===== config.mk =====
export PLATFORM = sky130hd
export DESIGN_NAME = mfs_supervisor
export DESIGN_NICKNAME = d
export VERILOG_FILES = /design/src/mfs_pkg.sv /design/src/mfs_tmr_if.sv /design/src/mfs_timer.sv /design/src/mfs_supervisor.sv
export SDC_FILE = /design/constraint.sdc
export NUM_CORES = 1
export LEC_CHECK = 0
export BUFFER_PORTS_ARGS = -buffer_cell sky130_fd_sc_hd__clkbuf_2
export CORE_MARGIN = 8
export CORE_UTILIZATION = 49
export CTS_CLUSTER_DIAMETER = 50
export DETAILED_ROUTE_END_ITERATION = 8
export PLACE_DENSITY = 0.7
export SYNTH_ARGS = -nofsm -noshare
export SYNTH_HDL_FRONTEND = slang
export SYNTH_HIERARCHICAL = 1
export SYNTH_SLANG_ARGS = --single-unit

===== constraint.sdc =====
create_clock -name CORE_CLK -period 4.3 [get_ports CORE_CLK]
set_clock_uncertainty 0.15 [all_clocks]
set_input_delay 0.86 -clock CORE_CLK [delete_from_list [all_inputs] [get_ports CORE_CLK]]
set_output_delay 0.86 -clock CORE_CLK [all_outputs]
set_load 0.01 [all_outputs]

===== src/mfs_pkg.sv =====
package mfs_pkg;

    // ****************************************************************
    // Clock and times
    // ****************************************************************
    localparam int CLK_MHZ = 250;
    localparam int OCP_FILTER_NS = 2000;     // Overcurrent filter time
    localparam int RETRY_WAIT_US = 4000;     // Retry wait time
    localparam int SLEEP_ENTRY_US = 120;     // Sleep entry time
    localparam int WAKE_US = 1000;           // Wake time
    localparam int PULSE_MIN_US = 20;        // Reset pulse lower bound
    localparam int PULSE_MAX_US = 40;        // Reset pulse upper bound

    // Least times round up, nothing below one cycle
    localparam int OCP_FILTER_CYC = (OCP_FILTER_NS * CLK_MHZ + 999) / 1000;
    localparam int RETRY_WAIT_CYC = RETRY_WAIT_US * CLK_MHZ;
    localparam int SLEEP_ENTRY_CYC = SLEEP_ENTRY_US * CLK_MHZ;
    localparam int WAKE_CYC = WAKE_US * CLK_MHZ;
    localparam int PULSE_MIN_CYC = PULSE_MIN_US * CLK_MHZ + 1;
    localparam int PULSE_MAX_CYC = PULSE_MAX_US * CLK_MHZ;

    localparam int CNT_W = 24;

    // ****************************************************************
    // Register bus map
    // ****************************************************************
    localparam logic [7:0] REG_CTRL = 8'h00;
    localparam logic [7:0] REG_STAT = 8'h04;
    localparam logic [7:0] REG_FLTS = 8'h08;
    localparam logic [31:0] CTRL_RESET = 32'h0000_0000;

    // Enable pin levels
    typedef enum logic [1:0] {EN_LOW, EN_HIGH, EN_HIZ} mfs_en_t;

    // Power modes
    typedef enum logic [2:0] {
        M_SLEEP, M_WAKE, M_ACTIVE, M_DISABLED
    } mfs_mode_t;

endpackage : mfs_pkg


===== src/mfs_tmr_if.sv =====
interface mfs_tmr_if;
    logic        start;
    logic        run;
    logic [23:0] load;
    logic        done;
    logic [23:0] elapsed;
    modport ctl (output start, output run, output load, input done, input elapsed);
    modport tmr (input start, input run, input load, output done, output elapsed);
endinterface : mfs_tmr_if


===== src/mfs_timer.sv =====
// Down counter: start loads, run decrements, done at zero; elapsed counts up
module mfs_timer (
    input  wire logic CORE_CLK,
    input  wire logic SRST,
    mfs_tmr_if.tmr    t
);
    import mfs_pkg::*;

    logic [CNT_W-1:0] cnt_q;
    logic [CNT_W-1:0] el_q;

    // ****************************************************************
    // Counter
    // ****************************************************************
    always_ff @(posedge CORE_CLK) begin
        if (SRST) begin
            cnt_q <= '0;
            el_q  <= '0;
        end else if (t.start) begin
            cnt_q <= t.load;
            el_q  <= '0;
        end else if (t.run && cnt_q != '0) begin
            cnt_q <= cnt_q - 1'b1;
            el_q  <= el_q + 1'b1;
        end
    end

    assign t.done    = (cnt_q == '0);
    assign t.elapsed = el_q;
endmodule : mfs_timer


===== src/mfs_supervisor.sv =====
// ****************************************************************
// Fault and mode supervisor
// ****************************************************************
// Functional notes
// - Supply undervoltage: outputs off, fault, pump off
// - Supply undervoltage recovers by itself
// - Pump undervoltage: outputs off, pump runs, auto
// - Overcurrent past filter: bridges off, fault
// - Enable level picks latched or retry live
// - Latched overcurrent waits for sleep pulse
// - Retry after wait and condition gone
// - Thermal trip: bridges, pump off, fault
// - Latched thermal needs cool and pulse
// - Auto thermal resumes when cooled
// - Fault pin open-drain, released at power-up
// - Sleep after entry time, bridges, pump off
// - Raising sleep pin wakes; wait wake time
// - Sleep disables logic regulator
// - Enable low: drivers high impedance
// - Active mode after wake time
// - 20 to 40 us low pulse clears
// - 40 to 120 us clears, sleep uncertain
// - Clearing pulse leaves other blocks alone
//
// Register access over Wishbone and the address map are this design's own decisions.
module mfs_supervisor #(
    parameter int OCP_CYC   = mfs_pkg::OCP_FILTER_CYC,
    parameter int RETRY_CYC = mfs_pkg::RETRY_WAIT_CYC,
    parameter int SLEEP_CYC = mfs_pkg::SLEEP_ENTRY_CYC,
    parameter int WAKE_CYCP = mfs_pkg::WAKE_CYC,
    parameter int PMIN_CYC  = mfs_pkg::PULSE_MIN_CYC,
    parameter int PMAX_CYC  = mfs_pkg::PULSE_MAX_CYC
) (
    input  wire logic         CORE_CLK,
    input  wire logic         SRST,
    input  wire logic         SLEEP_IN_LOW,
    input  wire logic [1:0]   ENABLE_LEVEL,
    input  wire logic         SUPPLY_UNDERVOLTAGE,
    input  wire logic         PUMP_UNDERVOLTAGE,
    input  wire logic         OVERCURRENT_TRIP,
    input  wire logic         THERMAL_TRIP,
    input  wire logic         WB_CYC_I,
    input  wire logic         WB_STB_I,
    input  wire logic         WB_WE_I,
    input  wire logic [7:0]   WB_ADR_I,
    input  wire logic [3:0]   WB_SEL_I,
    input  wire logic [31:0]  WB_DAT_I,
    output logic [31:0]       WB_DAT_O,
    output logic              WB_ACK_O,
    output logic              FAULT_OUT_LOW_O,
    output logic              FAULT_OUT_LOW_OE,
    output logic              BRIDGE_ENABLE,
    output logic              BRIDGE_HIZ,
    output logic              PUMP_ENABLE,
    output logic              REGULATOR_ENABLE,
    output logic              INDEXER_RESET,
    output logic              INPUTS_READY
);
    import mfs_pkg::*;

    initial begin
        if (PMIN_CYC < 1 || PMAX_CYC <= PMIN_CYC || SLEEP_CYC <= PMAX_CYC)
            $error("pulse window parameters out of order");
        if (RETRY_CYC >= 2**CNT_W || WAKE_CYCP >= 2**CNT_W || OCP_CYC < 1)
            $error("timer counts do not fit");
    end

    // ****************************************************************
    // Timers
    // ****************************************************************
    mfs_tmr_if ocp_t ();
    mfs_tmr_if rty_t ();
    mfs_tmr_if slp_t ();
    mfs_tmr_if wak_t ();

    mfs_timer u_ocp (.CORE_CLK(CORE_CLK), .SRST(SRST), .t(ocp_t));
    mfs_timer u_rty (.CORE_CLK(CORE_CLK), .SRST(SRST), .t(rty_t));
    mfs_timer u_slp (.CORE_CLK(CORE_CLK), .SRST(SRST), .t(slp_t));
    mfs_timer u_wak (.CORE_CLK(CORE_CLK), .SRST(SRST), .t(wak_t));

    // ****************************************************************
    // State
    // ****************************************************************
    mfs_mode_t        mode_q;
    mfs_mode_t        mode_d;
    logic             sleep_q;
    logic             ocp_lat_q;
    logic             ocp_lat_d;
    logic             ocp_rty_q;
    logic             ocp_rty_d;
    logic             tsd_lat_q;
    logic             tsd_lat_d;
    logic [31:0]      ctrl_q;
    logic [7:0]       clr_cnt_q;
    logic [2:0]       last_pulse_q;

    // Mode, latch and clear-count reset: pin reset or supply undervoltage
    wire logic logic_rst = SRST | SUPPLY_UNDERVOLTAGE;

    // Sleep pin edges; low length read from the sleep timer
    wire logic sleep_fall = !SLEEP_IN_LOW && sleep_q;
    wire logic sleep_rise = SLEEP_IN_LOW && !sleep_q;
    // Timer is only trusted once the fall has loaded it; stale zero after reset
    wire logic sleep_due = !SLEEP_IN_LOW && !sleep_q && slp_t.done;
    wire logic [CNT_W-1:0] low_len = slp_t.elapsed;
    // Any low past the lower bound clears, also beyond 40 us
    wire logic clr_pulse = sleep_rise && (low_len >= CNT_W'(PMIN_CYC));
    wire logic pulse_ok  = clr_pulse && (low_len < CNT_W'(PMAX_CYC));
    // Software clear alongside the pin pulse
    wire logic sw_clr = WB_CYC_I && WB_STB_I && WB_WE_I && WB_ACK_O
                        && (WB_ADR_I == REG_FLTS) && WB_SEL_I[0] && WB_DAT_I[0];
    wire logic fault_clr = clr_pulse || sw_clr;

    wire logic mode_latched = (ENABLE_LEVEL == EN_HIZ);
    wire logic mode_retry   = (ENABLE_LEVEL == EN_HIGH);

    // Overcurrent qualified by the filter timer
    assign ocp_t.start = !OVERCURRENT_TRIP;
    assign ocp_t.run   = OVERCURRENT_TRIP;
    assign ocp_t.load  = CNT_W'(OCP_CYC);
    wire logic ocp_event = OVERCURRENT_TRIP && ocp_t.done;

    // Retry wait restarts on every qualified trip
    assign rty_t.start = ocp_event;
    assign rty_t.run   = 1'b1;
    assign rty_t.load  = CNT_W'(RETRY_CYC);

    // Sleep timer measures low time and entry delay
    assign slp_t.start = sleep_fall;
    assign slp_t.run   = !SLEEP_IN_LOW;
    assign slp_t.load  = CNT_W'(SLEEP_CYC);

    // Wake timer holds inputs off after leaving sleep or disable
    assign wak_t.start = (mode_q != M_WAKE) && (mode_d == M_WAKE);
    assign wak_t.run   = (mode_q == M_WAKE);
    assign wak_t.load  = CNT_W'(WAKE_CYCP);

    // ****************************************************************
    // Fault latches: new trips beat clears in the same cycle
    // ****************************************************************
    always_comb begin
        ocp_lat_d = ocp_lat_q;
        ocp_rty_d = ocp_rty_q;
        tsd_lat_d = tsd_lat_q;
        // Latched overcurrent cleared by pulse or software clear after condition gone, or by retry mode
        if (fault_clr && !OVERCURRENT_TRIP) begin
            ocp_lat_d = 1'b0;
        end
        if (mode_retry) begin
            ocp_lat_d = 1'b0;
        end
        if (ocp_event && mode_latched) begin
            ocp_lat_d = 1'b1;
        end
        // Retry ends when the wait is over and the trip is gone
        if (rty_t.done && !OVERCURRENT_TRIP) begin
            ocp_rty_d = 1'b0;
        end
        if (ocp_event && !mode_latched) begin
            ocp_rty_d = 1'b1;
        end
        if (mode_latched && ocp_rty_q) begin
            ocp_lat_d = 1'b1;
            ocp_rty_d = 1'b0;
        end
        // Thermal latch, cleared by pulse only once cooled
        if (fault_clr && !THERMAL_TRIP) begin
            tsd_lat_d = 1'b0;
        end
        if (!mode_latched) begin
            tsd_lat_d = 1'b0;
        end
        if (THERMAL_TRIP && mode_latched) begin
            tsd_lat_d = 1'b1;
        end
    end

    // Thermal fault lives while hot, or latched afterwards
    wire logic tsd_fault = THERMAL_TRIP || tsd_lat_q;
    wire logic ocp_fault = ocp_lat_q || ocp_rty_q;
    wire logic any_fault = SUPPLY_UNDERVOLTAGE || PUMP_UNDERVOLTAGE
                           || ocp_fault || tsd_fault;

    // ****************************************************************
    // Mode machine
    // ****************************************************************
    // Long lows enter sleep only at the entry time; a 40..120 us low
    // stays awake here, one of the two allowed outcomes.
    always_comb begin
        mode_d = mode_q;
        case (mode_q)
            M_SLEEP: begin
                if (SLEEP_IN_LOW) begin
                    mode_d = M_WAKE;
                end
            end
            M_WAKE: begin
                if (sleep_due) begin
                    mode_d = M_SLEEP;
                end else if (wak_t.done && SLEEP_IN_LOW) begin
                    mode_d = (ENABLE_LEVEL == EN_LOW) ? M_DISABLED : M_ACTIVE;
                end
            end
            M_ACTIVE: begin
                if (sleep_due) begin
                    mode_d = M_SLEEP;
                end else if (ENABLE_LEVEL == EN_LOW) begin
                    mode_d = M_DISABLED;
                end
            end
            M_DISABLED: begin
                if (sleep_due) begin
                    mode_d = M_SLEEP;
                end else if (ENABLE_LEVEL != EN_LOW && SLEEP_IN_LOW) begin
                    mode_d = M_WAKE;
                end
            end
            default: begin
                mode_d = M_SLEEP;
            end
        endcase
    end

    // ****************************************************************
    // State registers
    // ****************************************************************
    always_ff @(posedge CORE_CLK) begin
        if (logic_rst) begin
            mode_q    <= M_SLEEP;
            sleep_q   <= SLEEP_IN_LOW;                         // No false edge at release
            ocp_lat_q <= 1'b0;
            ocp_rty_q <= 1'b0;
            tsd_lat_q <= 1'b0;
        end else begin
            mode_q    <= mode_d;
            sleep_q   <= SLEEP_IN_LOW;
            ocp_lat_q <= ocp_lat_d;
            ocp_rty_q <= ocp_rty_d;
            tsd_lat_q <= tsd_lat_d;
        end
    end

    // ****************************************************************
    // Pin outputs, all registered
    // ****************************************************************
    wire logic awake   = (mode_q != M_SLEEP);
    wire logic drive   = (mode_q == M_ACTIVE) && !any_fault;
    wire logic pump_on = awake && !SUPPLY_UNDERVOLTAGE
                         && !tsd_fault;

    always_ff @(posedge CORE_CLK) begin
        if (SRST) begin
            FAULT_OUT_LOW_O  <= 1'b0;
            FAULT_OUT_LOW_OE <= 1'b0;
            BRIDGE_ENABLE    <= 1'b0;
            BRIDGE_HIZ       <= 1'b1;
            PUMP_ENABLE      <= 1'b0;
            REGULATOR_ENABLE <= 1'b0;
            INDEXER_RESET    <= 1'b1;
            INPUTS_READY     <= 1'b0;
        end else begin
            FAULT_OUT_LOW_O  <= 1'b0;                          // Open drain: only pulls low
            FAULT_OUT_LOW_OE <= any_fault;
            BRIDGE_ENABLE    <= drive;
            BRIDGE_HIZ       <= !drive;
            PUMP_ENABLE      <= pump_on;
            REGULATOR_ENABLE <= awake && !SUPPLY_UNDERVOLTAGE;
            INDEXER_RESET    <= SUPPLY_UNDERVOLTAGE || !awake;
            INPUTS_READY     <= awake && (mode_q != M_WAKE);
        end
    end

    // ****************************************************************
    // Wishbone slave: one wait state, ack one cycle
    // ****************************************************************
    wire logic        wb_req = WB_CYC_I && WB_STB_I && !WB_ACK_O;
    // Writes land at the edge where the master samples ack high
    wire logic        wb_wr_ctrl = WB_CYC_I && WB_STB_I && WB_ACK_O && WB_WE_I
                                   && (WB_ADR_I == REG_CTRL);
    wire logic [31:0] stat_word = {21'h0, mode_q, pulse_ok, tsd_lat_q,
                                   ocp_rty_q, ocp_lat_q, THERMAL_TRIP,
                                   PUMP_UNDERVOLTAGE, SUPPLY_UNDERVOLTAGE, any_fault};
    logic [31:0]      rd_word;

    // Decode for read data; unmapped reads return zero
    always_comb begin
        if (WB_ADR_I == REG_CTRL) begin
            rd_word = ctrl_q;
        end else if (WB_ADR_I == REG_STAT) begin
            rd_word = stat_word;
        end else if (WB_ADR_I == REG_FLTS) begin
            rd_word = {21'h0, last_pulse_q, clr_cnt_q};
        end else begin
            rd_word = 32'h0;
        end
    end

    // Byte-lane writes to the scratch control word
    always_ff @(posedge CORE_CLK) begin
        if (SRST) begin
            WB_ACK_O <= 1'b0;
            WB_DAT_O <= 32'h0;
            ctrl_q   <= CTRL_RESET;
        end else begin
            WB_ACK_O <= wb_req;
            WB_DAT_O <= wb_req ? rd_word : 32'h0;
            for (int b = 0; b < 4; b++) begin
                if (wb_wr_ctrl && WB_SEL_I[b]) begin
                    ctrl_q[b*8 +: 8] <= WB_DAT_I[b*8 +: 8];
                end
            end
        end
    end

    // Count of fault clears, for software bookkeeping
    always_ff @(posedge CORE_CLK) begin
        if (logic_rst) begin
            clr_cnt_q    <= 8'h00;
            last_pulse_q <= 3'h0;
        end else if (fault_clr) begin
            clr_cnt_q    <= clr_cnt_q + 8'h01;
            last_pulse_q <= {sw_clr, pulse_ok, clr_pulse};
        end
    end

endmodule : mfs_supervisor


==> flow_summary.yaml <==
outcome:
  status: "complete, no violations"
die:
  fp-row-count: 53
  die_area_sq_um: 26500
  die_w_um: 163
  core-area_sq_um: 21100
  start_util_pct: 50.2
  num_io_pins: 97
  die_y_um: 163
sta:
  max-slew-margin-rel_pct: 22.9
  setup_viol: 0
  holdWs_ns: 0.298
  drv_slew: 0
  rsz0062_at_grt: "false"
  fmax_ghz: 0.271
  final.period_utilization_pct: 85.7
  fin_crit_ns: 3.68
  tightest_slew_ns: 1.16
  finalHoldViolCount: 0
  tns_ns: 0
flow_run:
  cap_violations: 0
final_layout:
  regArea_sq_um: 4200
  multi_input_comb_area_sq_um: 6320
  layout.nets: 1452
  antenna_cells: 0
  drive_above_1_share_pct: 16.6
  n_fill_cell: 1941
  area_delta_synth_final_pct: 17.9
drt:
  drc: 0
  final_antenna_net_count: 0
  routed_wl_mm: 25.7
  drt-initial-drc-count: 649
  vias: 9261
  drt_first_pass_iters: 6
  vias_per_cell: 5.51
  wl_per_cell_um: 15.3
cts:
  cts-root-buf: "clkbuf_16"
  clkLatencyLatePin_ns: 0.52
  cts_tree: "yes"
  cts_hold_buf: 0
  ctsResizeCount: 0
  cts_buffer_depth: 3
  cts_setup_buffers: 0
  cts_sinks: 210
  h-tree-depth: 1
  cts_buffers: 26
  clk_pin_slew_ns: 0.06
critical_path:
  cp.arrival_ns: 4.00
  startpoint_type: "flip-flop"
  critPathRequiredTime_ns: 4.61
  r2r-start: "u_slp/cnt_q[3]$_SDFFE_PP0P_"
  crit_path_max_fanout: 10
  critPathTopFamily: "simple AND/OR/NAND/NOR gates"
  critical_path.cell_chain: "or4_4, or3_1, buf_4, nor3_1, a21oi_1, o221ai_1, nor3_1, buf_4, or2_2, or4_1, nor3_1, a311o_1"
  r2r_cells: 12
  cp.depth: 12
  critical_path.most_common_cell: "nor3_1"
  worstPathBufferInverterCount: 2
  criticalPathCategory: "flip-flop to flip-flop"
  worst_path_largest_cell_delay_ns: 0.59
  crit_path_start: "u_slp/cnt_q[3]$_SDFFE_PP0P_"
  end_kind: "flip-flop"
  cp_slowest_cell: "or4_4"
global_route:
  grt_pass1_vias: 8741
  gr-total-overflow: 0
  grt_max_degree: 45
  grtUsageTotal_pct: 18.8
  antenna_found_initial: 1
  grt_pass1_wl_mm: 42.6
place:
  place_congestion: 0.832
  hpwl_mm: 17.9
  port_buffers: 95
hold_path:
  holdPathStages: 2
  hold_class: "flip-flop to flip-flop"
  hold_path_startpoint: "ctrl_q[11]$_SDFFE_PP0P_"
power:
  power_leakage_uw: 0.00454
  max-vdd-ir-drop_v: 0.000425
  cellPowerDensity_nw_per_um2: 451
synthesis:
  syn_area_per_cell_sq_um: 8.71
  synth_area_sq_um: 10600
  yosysWarnings: 6
  synthCells: 1215
-- routing by layer --
layer	track usage [%]	vias up	wire length, um
met5	0	-	13
met3	2.63	51	800
li1	-	4792	-
met1	24.3	4295	11900
met4	5.25	2	648
met2	31.9	121	12300
-- path summary, 6_finish.rpt --
path / end / slack (ns)
max: u_wak/cnt_q[19]$_SDFFE_PP0P_ / 0.62
min: ctrl_q[11]$_SDFFE_PP0P_ / 0.30
max reg2reg: u_wak/cnt_q[19]$_SDFFE_PP0P_ / 0.62
min reg2reg: ctrl_q[11]$_SDFFE_PP0P_ / 0.30
-- stage by stage --
step / area [sq um] / utilization [%] / power (uW) / instances / setup WS, ns
CTS: 12500 / 59.1 / 5670 / 1681 / 0.615
global placement: 11600 / 54.9 / 3400 / 1633 / 0.699
finish: 12500 / 59.1 / 5620 / 1681 / 0.616
global route: 12500 / 59.1 / 5900 / 1681 / 0.362
detailed placement: 11600 / 54.9 / 3420 / 1633 / 0.631
floorplan: 11000 / - / 3200 / 1316 / 0.793
-- layout by cell type, fill, tap and decap left out, drive strengths merged, types with 9 or more instances in the layout --
cell    instances
nor4           15
nor3           25
conb          103
or4            53
xnor2          13
xor2           22
and2           24
o31ai          46
nand4          19
dfxtp         210
nand4b          9
nor2          140
o21ai          54
nand2          83
nor4b          13
nand2b         10
a211oi         30
a311oi         44
a21oi          79
nand3          56
or3            47
ha             10
buf            16
inv            35
clkbuf        129
mux2i          12
a31oi          10
or2            16
-- state kept, by name, indices dropped and copies added (netlist names), 3 cells and up --
| signal | flops |
|---|---|
| clr_cnt_q | 8 |
| u_wak/cnt_q | 24 |
| u_slp/cnt_q | 24 |
| WB_DAT_O | 32 |
| u_rty/cnt_q | 24 |
| u_ocp/cnt_q | 24 |
| ctrl_q | 32 |
| u_slp/t.elapsed | 24 |
| last_pulse_q | 3 |
| mode_q | 3 |
-- worst reg2reg max path, delay by kind of cell, from the launching register on --
kind,cells,cell delay (ns)
AND/OR/NAND/NOR,7,2.33
AO/OA/AOI/OAI,3,0.43
buffers and inverters,2,0.37
flip-flops,1,0.34
-- final cells by class --
class                           count  share of cell area [%]
Clock inverter                     13                    1.12
Sequential cell                   210                    33.7
Clock buffer                       35                    6.06
Multi-Input combinational cell   1006                    50.7
Tap cell                          275                    2.76
Timing Repair Buffer              110                    4.73
Inverter                           32                   0.963
-- report_power, final --
| part | internal [uW] | total [uW] | switching [uW] | leakage (uW) |
|---|---|---|---|---|
| logic | 447 | 1180 | 730 | 0.00238 |
| clock network | 1360 | 2230 | 865 | 0.000442 |
| registers | 2080 | 2220 | 134 | 0.00171 |
| total | 3890 | 5620 | 1730 | 0.00454 |
(Power assumes the default switching activity.)
